File: config.mk
export PLATFORM = sky130hd
export DESIGN_NAME = flash_cmd_engine
export DESIGN_NICKNAME = d
export VERILOG_FILES = /design/src/logic/flash_cmd_pkg.sv /design/src/logic/pair_buffer.sv /design/src/logic/flash_cmd_engine.sv
export SDC_FILE = /design/constraint.sdc
export NUM_CORES = 2
export LEC_CHECK = 0
export BUFFER_PORTS_ARGS = -buffer_cell sky130_fd_sc_hd__buf_2
export CORE_MARGIN = 4
export CORE_UTILIZATION = 30
export DETAILED_ROUTE_END_ITERATION = 10
export PLACE_DENSITY = 0.54
export SYNTH_ARGS = -nofsm -noshare
export SYNTH_HDL_FRONTEND = slang
export SYNTH_SLANG_ARGS = --single-unit
File: constraint.sdc
create_clock -name ref_clk -period 7.85 [get_ports ref_clk]
set_input_delay 2.355 -clock ref_clk [delete_from_list [all_inputs] [get_ports ref_clk]]
set_output_delay 2.355 -clock ref_clk [all_outputs]
set_load 0.02 [all_outputs]
File: src/logic/flash_cmd_pkg.sv
/*
  Shared constants for the serial flash command block: opcodes, address
  fields, status bit positions and timing figures.
  Assumes a single 100 MHz core clock and an SPI link sampled on it.
*/
package flash_cmd_pkg;
  localparam logic [7:0] OP_BUSY_STREAM  = 8'h25;
  localparam logic [7:0] OP_RMW          = 8'h0a;
  localparam logic [7:0] OP_BATTERY_TEST = 8'hef;
  localparam logic [7:0] OP_READ_STATUS  = 8'h65;
  localparam logic [7:0] OP_WRITE_ENABLE = 8'h06;
  localparam logic [7:0] BATTERY_STATUS_ADDR = 8'h06;
  localparam int ADDR_BYTES        = 3;
  localparam int PAGE_MSB          = 19;
  localparam int PAGE_LSB          = 8;
  localparam int PAGE_BYTES        = 256;
  localparam int BATT_RESULT_MSB   = 7;
  localparam int BATT_RESULT_LSB   = 6;
  localparam int BATT_THRESH_MSB   = 5;
  localparam int BATT_THRESH_LSB   = 3;
  localparam int BATT_PARAM_MSB    = 5;
  localparam logic [1:0] BATT_ABOVE = 2'h2;
  localparam logic [1:0] BATT_BELOW = 2'h3;
  localparam logic [7:0] BATT_STATUS_RESET = 8'h00;
  localparam int CLK_PERIOD_NS     = 10;
  localparam int BYTE_TIME_NS      = 100;
  localparam int BYTE_CYCLES       = (BYTE_TIME_NS + CLK_PERIOD_NS - 1) / CLK_PERIOD_NS;
  localparam int BATT_TIME_NS      = 2000;
  localparam int BATT_CYCLES       = (BATT_TIME_NS + CLK_PERIOD_NS - 1) / CLK_PERIOD_NS;
endpackage

File: src/logic/pair_buffer.sv
/*
  Two-entry valid/ready buffer for received bytes.
  Assumes both sides share ref_clk and a synchronous active-low reset.
*/
`timescale 1ns/1ps
`default_nettype none
module pair_buffer #(
  parameter int WIDTH = 8
) (
  input  wire logic             ref_clk,   // Core clock
  input  wire logic             rst_n,     // Sync reset, active low
  input  wire logic             in_valid,  // Word offered
  output logic                  in_ready,  // Space available
  input  wire logic [WIDTH-1:0] in_data,   // Word in
  output logic                  out_valid, // Word held
  input  wire logic             out_ready, // Drain accepts
  output logic [WIDTH-1:0]      out_data   // Oldest word
);
  logic [WIDTH-1:0] slot [2];
  logic [1:0]       count;
  logic             rd_ptr;
  logic             wr_ptr;
  logic [1:0]       next_count;
  logic             next_rd_ptr;
  logic             next_wr_ptr;
  logic             push;
  logic             pop;

  // Pointer and occupancy update
  always_comb begin
    push        = in_valid && in_ready;
    pop         = out_valid && out_ready;
    next_wr_ptr = wr_ptr ^ push;
    next_rd_ptr = rd_ptr ^ pop;
    next_count  = count + 2'(push) - 2'(pop);
  end

  always_ff @(posedge ref_clk) begin
    if (!rst_n) begin
      count  <= 2'h0;
      rd_ptr <= 1'b0;
      wr_ptr <= 1'b0;
    end else begin
      count  <= next_count;
      rd_ptr <= next_rd_ptr;
      wr_ptr <= next_wr_ptr;
    end
  end

  // Storage has no reset; only valid entries are ever read
  always_ff @(posedge ref_clk) begin
    if (push) begin
      slot[wr_ptr] <= in_data;
    end
  end

  assign in_ready  = (count != 2'h2);
  assign out_valid = (count != 2'h0);
  assign out_data  = slot[rd_ptr];
endmodule
`default_nettype wire

File: src/logic/flash_cmd_engine.sv
/*
  Command interpreter for busy streaming, single-command read-modify-write
  and battery test, with the serial output pin.
  Assumes an SPI host in mode 0 or 3; the link clock is slower than ref_clk
  and reaches this block only through synchronisers.
*/
`timescale 1ns/1ps
`default_nettype none
module flash_cmd_engine
  import flash_cmd_pkg::*;
#(
  parameter int WORK_CYCLES = BATT_CYCLES
) (
  input  wire logic       ref_clk,           // 100 MHz core clock
  input  wire logic       rst_n,             // Sync reset, active low
  input  wire logic       cs_n,              // Chip select pin, active low
  input  wire logic       sck,               // Serial clock pin
  input  wire logic       si,                // Serial data in pin
  output logic            so,                // Serial data out
  output logic            so_oe,             // High while driving so
  input  wire logic       write_enable_latch, // Latch from write-enable logic
  input  wire logic       battery_low,       // Comparator: below threshold
  input  wire logic       cell_fail,         // Array reports a bad byte
  output logic            busy_flag,         // Self-timed work in progress
  output logic            erase_error_flag,  // Erase failure seen
  output logic            program_error_flag, // Program failure seen
  output logic [7:0]      battery_test_status, // Result and parameters
  output logic            mem_we,            // Array byte write strobe
  output logic [19:0]     mem_addr,          // Array byte address
  output logic [7:0]      mem_wdata          // Array byte data
);
  // Elaboration-time refusal of a work time the counter cannot serve
  if (WORK_CYCLES < 1) begin : g_bad_work_cycles
    $error("WORK_CYCLES must be at least 1");
  end

  typedef enum logic [5:0] {
    ST_STANDBY = 6'h01, ST_OPCODE = 6'h02, ST_ADDR  = 6'h04,
    ST_DATA    = 6'h08, ST_STREAM = 6'h10, ST_SHOUT = 6'h20
  } cmd_state_type;
  typedef enum logic [2:0] {
    WK_IDLE = 3'h1, WK_RMW = 3'h2, WK_BATT = 3'h4
  } work_state_type;

  // Two-flop synchronisers for pins
  logic [2:0] cs_sync;
  logic [2:0] sck_sync;
  logic [1:0] si_sync;
  always_ff @(posedge ref_clk) begin
    if (!rst_n) begin
      cs_sync  <= 3'h7;
      sck_sync <= 3'h0;
      si_sync  <= 2'h0;
    end else begin
      cs_sync  <= {cs_sync[1:0], cs_n};
      sck_sync <= {sck_sync[1:0], sck};
      si_sync  <= {si_sync[0], si};
    end
  end
  logic cs_low, cs_rise, sck_rise, sck_fall;
  assign cs_low   = !cs_sync[1];
  assign cs_rise  = cs_sync[1] && !cs_sync[2];
  assign sck_rise = sck_sync[1] && !sck_sync[2] && cs_low;
  assign sck_fall = !sck_sync[1] && sck_sync[2] && cs_low;

  cmd_state_type    state, next_state;
  work_state_type   work, next_work;
  logic [7:0]  shreg, next_shreg;
  logic [2:0]  bitcnt, next_bitcnt;
  logic [1:0]  addr_cnt, next_addr_cnt;
  logic [23:0] addr, next_addr;
  logic [7:0]  opcode, next_opcode;
  logic [7:0]  page_buf [PAGE_BYTES];
  logic [PAGE_BYTES-1:0] touched, next_touched;
  logic [7:0]  wptr, next_wptr;
  logic [7:0]  out_byte, next_out_byte;
  logic        pend_rmw, next_pend_rmw;
  logic        pend_batt, next_pend_batt;
  logic [8:0]  scan, next_scan;
  logic [31:0] wait_cnt, next_wait_cnt;
  logic        next_busy, next_ee, next_pe;
  logic [7:0]  next_batt;
  logic        next_so, next_so_oe, next_we;
  logic [19:0] next_mem_addr;
  logic [7:0]  next_mem_wdata;
  logic        byte_done;
  logic        buf_valid, buf_ready, buf_out_valid;
  logic [7:0]  buf_data;
  logic [7:0]  rx_byte;

  assign rx_byte   = {shreg[6:0], si_sync[1]};
  assign byte_done = sck_rise && (bitcnt == 3'h7);

  // Received data bytes pass through here to the page buffer; the drain side always accepts, so none stall
  pair_buffer #(.WIDTH(8)) u_rx_buf (
    .ref_clk   (ref_clk),
    .rst_n     (rst_n),
    .in_valid  (buf_valid),
    .in_ready  (buf_ready),
    .in_data   (rx_byte),
    .out_valid (buf_out_valid),
    .out_ready (1'b1),
    .out_data  (buf_data)
  );
  assign buf_valid = (state == ST_DATA) && byte_done;

  // Page buffer fill, wrapping pointer
  always_ff @(posedge ref_clk) begin
    if (buf_out_valid) begin
      page_buf[wptr] <= buf_data;
    end
  end

  // Command decode and serial shifting
  always_comb begin
    next_state     = state;
    next_shreg     = shreg;
    next_bitcnt    = bitcnt;
    next_addr_cnt  = addr_cnt;
    next_addr      = addr;
    next_opcode    = opcode;
    next_touched   = touched;
    next_wptr      = wptr;
    next_out_byte  = out_byte;
    next_pend_rmw  = 1'b0;
    next_pend_batt = 1'b0;
    next_so        = so;
    next_so_oe     = so_oe;
    if (sck_rise) begin
      next_shreg  = rx_byte;
      next_bitcnt = bitcnt + 3'h1;
    end
    if (buf_out_valid) begin
      next_touched[wptr] = 1'b1;
      next_wptr          = wptr + 8'h1;
    end
    unique case (state)
      ST_STANDBY: begin
        if (cs_low) begin
          next_state   = ST_OPCODE;
          next_bitcnt  = 3'h0;
          next_touched = '0;
        end
      end
      ST_OPCODE: begin
        if (byte_done) begin
          next_opcode = rx_byte;
          if (rx_byte == OP_BUSY_STREAM) begin
            next_state = ST_STREAM;
            next_so_oe = 1'b1;
          end else if (rx_byte == OP_RMW && write_enable_latch && work == WK_IDLE) begin
            next_state    = ST_ADDR;
            next_addr_cnt = 2'h0;
          end else if (rx_byte == OP_READ_STATUS) begin
            next_state    = ST_ADDR;
            next_addr_cnt = 2'(ADDR_BYTES - 1);
          end else if (rx_byte != OP_BATTERY_TEST) begin
            next_state = ST_STREAM; // Unknown or refused opcode: sit quiet until select rises
            next_opcode = 8'h00;
          end
        end
      end
      ST_ADDR: begin
        if (byte_done) begin
          next_addr     = {addr[15:0], rx_byte};
          next_addr_cnt = addr_cnt + 2'h1;
          if (addr_cnt == 2'(ADDR_BYTES - 1)) begin
            if (opcode == OP_RMW) begin
              next_state = ST_DATA;
              next_wptr  = rx_byte;
            end else begin
              next_state    = ST_SHOUT;
              next_out_byte = (rx_byte == BATTERY_STATUS_ADDR) ? battery_test_status : 8'h00;
            end
          end
        end
      end
      ST_DATA: begin
      end
      ST_STREAM: begin
        // Input after opcode or dummy byte is ignored
        if (opcode == OP_BUSY_STREAM) begin
          next_so = busy_flag;
        end
      end
      ST_SHOUT: begin
        if (sck_fall) begin
          next_so_oe    = 1'b1;
          next_so       = out_byte[7];
          next_out_byte = {out_byte[6:0], out_byte[7]};
        end
      end
      default: next_state = ST_STANDBY;
    endcase
    if (cs_rise) begin
      next_state = ST_STANDBY;
      next_so_oe = 1'b0;
      next_so    = 1'b0;
      if (bitcnt == 3'h0) begin
        next_pend_rmw  = (state == ST_DATA) && (touched != '0 || buf_out_valid);
        next_pend_batt = (state == ST_OPCODE) && (opcode == OP_BATTERY_TEST);
      end
    end
  end

  // Self-timed work: rewrite touched bytes, or run the battery test
  always_comb begin
    next_work      = work;
    next_scan      = scan;
    next_wait_cnt  = wait_cnt;
    next_busy      = busy_flag;
    next_ee        = erase_error_flag;
    next_pe        = program_error_flag;
    next_batt      = battery_test_status;
    next_we        = 1'b0;
    next_mem_addr  = mem_addr;
    next_mem_wdata = mem_wdata;
    unique case (work)
      WK_IDLE: begin
        if (pend_rmw) begin
          next_work = WK_RMW;
          next_busy = 1'b1;
          next_scan = 9'h000;
        end else if (pend_batt) begin
          next_work     = WK_BATT;
          next_busy     = 1'b1;
          next_wait_cnt = 32'(WORK_CYCLES);
        end
      end
      WK_RMW: begin
        if (scan == 9'(PAGE_BYTES)) begin
          next_work = WK_IDLE;
          next_busy = 1'b0;
        end else begin
          if (touched[scan[7:0]]) begin
            next_we        = 1'b1;
            next_mem_addr  = {addr[PAGE_MSB:PAGE_LSB], scan[7:0]};
            next_mem_wdata = page_buf[scan[7:0]];
          end
          if (mem_we && cell_fail) begin
            next_ee = 1'b1;
            next_pe = 1'b1;
          end
          next_scan = scan + 9'h001;
        end
      end
      WK_BATT: begin
        if (wait_cnt <= 32'h1) begin
          next_work = WK_IDLE;
          next_busy = 1'b0;
          next_batt[BATT_RESULT_MSB:BATT_RESULT_LSB] =
            battery_low ? BATT_BELOW : BATT_ABOVE;
        end else begin
          next_wait_cnt = wait_cnt - 32'h1;
        end
      end
      default: next_work = WK_IDLE;
    endcase
  end

  // Registers; reset lands in standby
  always_ff @(posedge ref_clk) begin
    if (!rst_n) begin
      state    <= ST_STANDBY;
      work     <= WK_IDLE;
      shreg    <= 8'h00;
      bitcnt   <= 3'h0;
      addr_cnt <= 2'h0;
      addr     <= 24'h000000;
      opcode   <= 8'h00;
      touched  <= '0;
      wptr     <= 8'h00;
      out_byte <= 8'h00;
      pend_rmw <= 1'b0;
      pend_batt <= 1'b0;
      scan     <= 9'h000;
      wait_cnt <= 32'h0;
      busy_flag <= 1'b0;
      erase_error_flag <= 1'b0;
      program_error_flag <= 1'b0;
      battery_test_status <= BATT_STATUS_RESET;
      so       <= 1'b0;
      so_oe    <= 1'b0;
      mem_we   <= 1'b0;
      mem_addr <= 20'h00000;
      mem_wdata <= 8'h00;
    end else begin
      state    <= next_state;
      work     <= next_work;
      shreg    <= next_shreg;
      bitcnt   <= next_bitcnt;
      addr_cnt <= next_addr_cnt;
      addr     <= next_addr;
      opcode   <= next_opcode;
      touched  <= next_touched;
      wptr     <= next_wptr;
      out_byte <= next_out_byte;
      pend_rmw <= next_pend_rmw;
      pend_batt <= next_pend_batt;
      scan     <= next_scan;
      wait_cnt <= next_wait_cnt;
      busy_flag <= next_busy;
      erase_error_flag <= next_ee;
      program_error_flag <= next_pe;
      battery_test_status <= next_batt;
      so       <= next_so;
      so_oe    <= next_so_oe;
      mem_we   <= next_we;
      mem_addr <= next_mem_addr;
      mem_wdata <= next_mem_wdata;
    end
  end

  // Checks
  property p_stream_follows_busy;
    @(posedge ref_clk) disable iff (!rst_n)
      (state == ST_STREAM && opcode == OP_BUSY_STREAM && !cs_rise) |=> (so == $past(busy_flag));
  endproperty
  a_stream_follows_busy: assert property (p_stream_follows_busy) else $error("stream lags busy");

  property p_cs_rise_tristate;
    @(posedge ref_clk) disable iff (!rst_n) cs_rise |=> (!so_oe && state == ST_STANDBY);
  endproperty
  a_cs_rise_tristate: assert property (p_cs_rise_tristate) else $error("so not released");

  property p_rmw_busy;
    @(posedge ref_clk) disable iff (!rst_n) (work == WK_RMW) |-> busy_flag;
  endproperty
  a_rmw_busy: assert property (p_rmw_busy) else $error("busy low during rewrite");

  property p_pend_starts;
    @(posedge ref_clk) disable iff (!rst_n) (pend_rmw && work == WK_IDLE) |=> (work == WK_RMW && busy_flag);
  endproperty
  a_pend_starts: assert property (p_pend_starts) else $error("rewrite did not start");

  property p_no_write_when_idle;
    @(posedge ref_clk) disable iff (!rst_n) (work == WK_IDLE && !$past(work == WK_RMW)) |-> !mem_we;
  endproperty
  a_no_write_when_idle: assert property (p_no_write_when_idle) else $error("stray write");

  property p_busy_no_rise_stream;
    @(posedge ref_clk) disable iff (!rst_n)
      (state == ST_STREAM && opcode == OP_BUSY_STREAM && !so && !busy_flag && !cs_rise) |=> !so;
  endproperty
  a_busy_no_rise_stream: assert property (p_busy_no_rise_stream) else $error("stream rose");

  property p_wel_gate;
    @(posedge ref_clk) disable iff (!rst_n)
      (state == ST_OPCODE && byte_done && rx_byte == OP_RMW && !write_enable_latch) |=> state != ST_ADDR;
  endproperty
  a_wel_gate: assert property (p_wel_gate) else $error("rewrite without latch");

  property p_batt_done;
    @(posedge ref_clk) disable iff (!rst_n)
      (work == WK_BATT && wait_cnt <= 32'h1) |=> (!busy_flag && battery_test_status[BATT_RESULT_MSB]);
  endproperty
  a_batt_done: assert property (p_batt_done) else $error("battery result missing");
endmodule
`default_nettype wire

# ---- After elaboration in Yosys (flattened, before gate mapping)
# Memory sizes are Yosys's and may differ from the RTL's. A register that Yosys moved wholly into a read port is not among the register bits.
# Index checks and enable logic that the tools add are counted.
dict set report totals {
  ff_bits 403
  mem_bits_rw 2064
  inputBits 8
  output_inout_bits 42
  word_cells 207
  mem_count 2
}
dict set report classes {
  addsub 7
  magnitude_cmp 4
  n_eq_ne 40
  n_mux 72
  bitwise 7
  reduce_logical 48
}
# name words word_bits rd rd_ports_with_merged_regs wr line
set mem_list {}
lappend mem_list {page_buf 256 8 1 1 1 flash_cmd_engine.sv:73} ;# logic [7:0] page_buf [PAGE_BYTES];
lappend mem_list {u_rx_buf.slot 2 8 1 1 1 pair_buffer.sv:19} ;# logic [WIDTH-1:0] slot [2];
# op n
set ops {}
lappend ops {{two-way mux 256 bit} 3}
lappend ops {{bitwise OR 256 bit} 1}
lappend ops {{nonzero test 256 bit} 1}
lappend ops {{two-way mux 8 bit} 14}
lappend ops {{two-way mux 32 bit} 3}
lappend ops {{one-hot mux 32 bit (2 select lines)} 1}
lappend ops {{two-way mux 6 bit} 9}
lappend ops {{inequality test 2 bit, second input constant} 17}
lappend ops {{less-or-equal comparator 32 x 1 -> 1 bit, second input constant} 1}
lappend ops {{subtractor 32 x 1 -> 32 bit, second input constant} 1}
lappend ops {{one-hot mux 6 bit (4 select lines)} 1}
lappend ops {{two-way mux 3 bit} 7}
lappend ops {{less-than comparator 8 x 9 -> 1 bit, second input constant} 2}
lappend ops {{two-way mux 1 bit} 18}
lappend ops {{two-way mux 9 bit} 2}
lappend ops {{one-hot mux 9 bit (2 select lines)} 1}
lappend ops {{AND reduction 3 bit} 6}
lappend ops {{equality test 8 x 4 -> 1 bit, second input constant} 2}
lappend ops {{equality test 8 x 6 -> 1 bit, second input constant} 2}
lappend ops {{one-hot mux 8 bit (2 select lines)} 1}
lappend ops {{logical AND 1 bit} 14}
lappend ops {{nonzero test 2 bit} 7}
lappend ops {{AND reduction 4 bit} 3}
lappend ops {{two-way mux 2 bit} 5}
lappend ops {{41 further kinds} 56}

# ---- Depth between registers and ports, before layout
dict set report depth {
  depth_word 8
  depth_mapped 14
  mapped_depth_nobuf 8
}

# ---- By module
# Synthesis repeated with hierarchy kept, for this count alone.
dict set report unflattened {
  hier_cells 5465
  area_unflattened_um2 96259.8
}
# module instances cells_per_inst area_each_um2 seq_area_each_um2
set modules_own_cells {}
lappend modules_own_cells {flash_cmd_engine 1 5411 95419.0 69646.8}
lappend modules_own_cells {pair_buffer 1 54 840.8 580.6}

# ---- Least setup slack after synthesis
# No wires, ideal clock.
dict set report synth_timing {
  path_kind {input-to-reg}
  from {in rst_n}
  to {reg touched[202]}
  setup_time_ns 0.059
  arrival_time_ns 3.300
  t_required_ns 7.791
  path_slack_ns 4.490
  path_stages 5
  n_path_buf 2
  path_cell_list {inv_1 > nor2_1 > clkbuf_1 > buf_1 > o21a_1}
}
# element line
set synth_lines {}
lappend synth_lines {{start: declaration} flash_cmd_engine.sv:15} ;# input wire logic rst_n,
lappend synth_lines {{end signal: assignment} flash_cmd_engine.sv:295} ;# touched <= next_touched;
lappend synth_lines {{end: declaration} flash_cmd_engine.sv:74} ;# logic [PAGE_BYTES-1:0] touched, next_touched;

# ---- Worst setup path after layout
dict set report layout_timing {
  from {reg scan[0]}
  to {reg mem_wdata[7] (read register of page_buf)}
}
dict set report layout_via {
  elab_chain_len 3
  elab_cells_between_ends 5
  cone_classes {eq/ne (1); mux (2); bitwise (1); reduce/logical (1)}
}
# element line
set layout_rtl {}
lappend layout_rtl {{start: declaration} flash_cmd_engine.sv:79} ;# logic [8:0] scan, next_scan;
lappend layout_rtl {{start signal: assignment} flash_cmd_engine.sv:300} ;# scan <= next_scan;
lappend layout_rtl {{binary-select mux 1 bit (select 8 bit) / equality test 9 bit (equally long branches)} {flash_cmd_engine.sv:235, flash_cmd_engine.sv:231}}
lappend layout_rtl {{two-way mux 1 bit (implied by the code) / inverter 1 bit (equally long branches)} -}
lappend layout_rtl {{AND reduction 3 bit (no line)} -}
lappend layout_rtl {{end: declaration} flash_cmd_engine.sv:30} ;# output logic [7:0] mem_wdata
# Several ways; a longest one is shown, not always the timed one. The select of a mux whose other input is x is not followed.
# A chain may end at the register's enable or synchronous reset.

==> summary.md <==
| Metric | Value |
|---|---|
| Outcome | `complete, no violations` |
| Core ar. | `321400 um^2` |
| Post CTS Setup Buffer Count | `0` |
| XOR/XNOR Fraction of Synth Area | `0.3436%` |
| Max incr delay on CP | `1.21 ns` |
| Layout area overhead | `14.28%` |
| Synth Area in Adders | `0.1808%` |
| Arrival @ worst endpoint | `6.16 ns` |
| Fmax | `0.1846 GHz` |
| Wire per inst | `29.23 um` |
| Post-synthesis sequential area ratio | `72.49%` |
| FP Rows | `208` |
| Largest delay share family, worst path | `compound AO/OA/AOI/OAI gates` |
| Synth Flop Type | `edfxtp_1` |
| Fraction of registers with async set/reset | `0%` |
| Final setup viols | `0` |
| Die Height | `576.3 um` |
| Post-Route WL | `290300 um` |
| DRT iter0 DRCs | `6086` |
| Buf/Inv on CP | `1` |
| Worst min-delay path class | `flip-flop to flip-flop` |
| RSZ-0062 raised after global routing | `no` |
| Multiplexer share of the synthesized area | `15.37%` |
| Syn_area_per_cell | `18.40 um^2` |
| Mapped Cells | `5264` |
| Final ANT Viol Nets | `0` |
| Worst VDD drop | `153.5 uV` |
| Global route overflow | `0` |
| Max_cap viols | `0` |
| Final nets | `5435` |
| Slew @ Worst Pin | `1.435 ns` |
| CTS Root Cell | `clkbuf_16` |
| Num ports | `50` |
| Starting Density | `30.14%` |
| CP Max Fanout | `34` |
| 1st-pass router iterations | `6` |
| DP Area | `102200 um^2` |
| Number of port buffers | `43` |
| Worst skew pair latency | `0.87 ns` |
| Fin crit share | `69.02%` |
| Hpwl dp | `181200 um` |
| Number of global-route vias before repair | `52400` |
| Residual DRC | `0` |
| DR vias | `52960` |
| Warnings from Yosys | `0` |
| Antenna violations before repair | `12` |
| Skew final | `0.07607 ns` |
| Leak | `33.74 nW` |
| Fillers | `30230` |
| Final instance area | `110700 um^2` |
| Pwr/cell area | `238.6 nW/um^2` |
| Fin. max-slew vios | `0` |
| CTS resizes | `0` |
| Vias per std cell | `5.334` |
| Setup TNS | `0 ns` |
| Worst slew margin | `4.323%` |
| Layout cells sized above 1 | `21.88%` |
| CTS Hold Bufs | `0` |
| Clock sink total | `2476` |
| Simple-Gate Fraction of Synth Area | `4.511%` |
| GPL Wtd Cong | `0.9317` |
| Final Hold Fails | `0` |
| Post-synthesis compound-gate area fraction | `5.062%` |
| Synth Register Bits | `2476` |
| Critical path endpoint category | `flip-flop` |
| CTS buffer count | `270` |
| Slowest cell on the critical path | `a311oi_4` |
| CP Cell Sequence | `buf_4 > mux4_2 > a22o_1 > a221oi_1 > o2111ai_1 > a311oi_4 > nor3_2 > a211oi_1` |
| Global-route wire length before repair | `407500 um` |
| Die area | `332100 um^2` |
| Syn Std Cell Area | `96880 um^2` |
| Max clock buf depth | `4` |
| GRT Total Usage | `16.97%` |
| EDFF count, synth | `2064` |
| Chip Width | `576.3 um` |
| Clk pin slew, worst setup/hold paths | `0.06 ns` |
| Largest net degree at the start of global routing | `168` |
| CTS H-tree depth | `5` |
| Post-synthesis cell type count | `85` |
| Min Tclk post-route | `5.418 ns` |
| Req. time, crit path | `8.59 ns` |
| Combinational family with the most area after synthesis | `multiplexers` |
| Type of origin of the critical path | `flip-flop` |
| CTS tree | `yes` |
| Critical path type | `flip-flop to flip-flop` |
[cell type report]
| type | instances | area [um^2] | share of cell area [%] |
|---|---|---|---|
| clock inverter | 129 | 1170 | 1.057 |
| timing repair buffer | 205 | 1569 | 1.417 |
| antenna | 4 | 10.01 | 0.009042 |
| tap | 4305 | 5386 | 4.866 |
| sequential | 2476 | 70250 | 63.45 |
| multi-input combinational | 2435 | 24910 | 22.50 |
| inverter | 25 | 102.6 | 0.09268 |
| clock buffer | 351 | 7311 | 6.604 |
[metal layers]
| metal | vias up | GRT usage [%] | part of all wire [%] |
|---|---|---|---|
| li1 | 21670 | - | - |
| met1 | 28370 | 23.11 | 42 |
| met2 | 2300 | 26.37 | 46 |
| met3 | 614 | 3.766 | 7.9 |
| met4 | 8 | 6.838 | 4.5 |
| met5 | - | 0 | 0.015 |
[power by group]
group / total [mW] / leakage (nW) / switching, mW / internal (mW)
Combinational: 0.0703 / 7.77 / 0.0550 / 0.0152
Clock: 12.3 / 4.12 / 5.22 / 7.10
Sequential: 14.0 / 21.8 / 0.00299 / 14.0
[synthesized netlist by cell type, types with 14 or more instances]
| cell type | number | area [um^2] |
|---|---|---|
| nand4_1 | 61 | 381.6 |
| nand2_1 | 209 | 784.5 |
| a21oi_1 | 109 | 545.5 |
| o31ai_1 | 27 | 202.7 |
| xor2_1 | 28 | 245.2 |
| a211oi_1 | 26 | 195.2 |
| nor2_1 | 379 | 1423 |
| nor2b_1 | 17 | 106.4 |
| o22ai_1 | 21 | 131.4 |
| nor4_1 | 84 | 525.5 |
| o221ai_1 | 27 | 236.5 |
| nand3_1 | 61 | 305.3 |
| nor3_1 | 25 | 125.1 |
| a31oi_1 | 19 | 118.9 |
| ha_1 | 14 | 175.2 |
| edfxtp_1 | 2064 | 61980 |
| mux2_2 | 37 | 416.7 |
| o211ai_1 | 15 | 112.6 |
| o21ai_0 | 25 | 125.1 |
| clkbuf_1 | 157 | 589.3 |
| mux2i_1 | 138 | 1381 |
| buf_6 | 45 | 506.7 |
| inv_1 | 22 | 82.58 |
| a221oi_1 | 22 | 192.7 |
| buf_2 | 61 | 305.3 |
| buf_4 | 56 | 420.4 |
| o21a_1 | 260 | 1952 |
| a22oi_1 | 50 | 375.4 |
| buf_1 | 14 | 52.55 |
| and2_1 | 14 | 87.58 |
| mux4_2 | 580 | 13060 |
| dfxtp_1 | 412 | 8248 |
[registers in the layout, summed over array words and instances (netlist names), 9 cells and up, named ones only]
| register | cells |
|---|---|
| u_rx_buf.slot | 16 |
| page_buf | 2048 |
| addr | 20 |
| scan | 9 |
| touched | 256 |
| mem_addr | 20 |
| wait_cnt | 32 |
[final timing paths]
kind                              start                        end  slack [ns]  cells after the start
setup / recovery   scan[0]$_SDFFE_PN0P_  mem_wdata[7]$_SDFFE_PN0P_        2.43                      8
hold / removal    cs_sync[0]$_SDFF_PN1_      cs_sync[1]$_SDFF_PN1_        0.44                      1
setup reg to reg   scan[0]$_SDFFE_PN0P_  mem_wdata[7]$_SDFFE_PN0P_        2.43                      8
hold reg to reg   cs_sync[0]$_SDFF_PN1_      cs_sync[1]$_SDFF_PN1_        0.44                      1
[per-stage QoR]
stage	instances	total power, mW	hold slack [ns]	setup slack [ns]	util (%)
finish	9930	26.42	0.4426	2.432	34.44
global route	9927	27.16	0.4611	2.261	34.44
CTS	9926	26.62	0.4467	2.571	34.44
detailed placement	9446	14.38	0.4094	2.592	31.80
global placement	9446	14.38	0.4281	2.660	31.80
floorplan	5269	14.36	0.3863	4.490	-
[cells in the final DEF (no fill, tap or decap), types with 25 or more instances in the layout]
master	n
a211oi_1	26
a21oi_1	109
a22oi_1	50
buf_2	43
buf_4	151
clkbuf_1	61
clkbuf_16	275
clkinv_1	52
clkinv_2	34
dfxtp_1	406
edfxtp_1	2064
mux2_2	29
mux2i_1	138
mux4_2	580
nand2_1	209
nand3_1	61
nand4_1	61
nor2_1	372
nor3_1	25
nor4_1	83
o21a_1	260
o21ai_0	25
o221ai_1	27
o31ai_1	26
xor2_1	28
[cell families (layout without fill, tap and decap cells)]
group | after synthesis | in the layout
flip-flops | 2476 | 2476
AND/OR/NAND/NOR | 935 | 935
multiplexers | 758 | 758
AO/OA/AOI/OAI | 684 | 684
buffers and inverters | 358 | 710
XOR/XNOR | 38 | 38
adder cells (fa/ha/maj) | 14 | 14
other | 1 | 10
No activity file was read; power rests on OpenSTA's default activity.
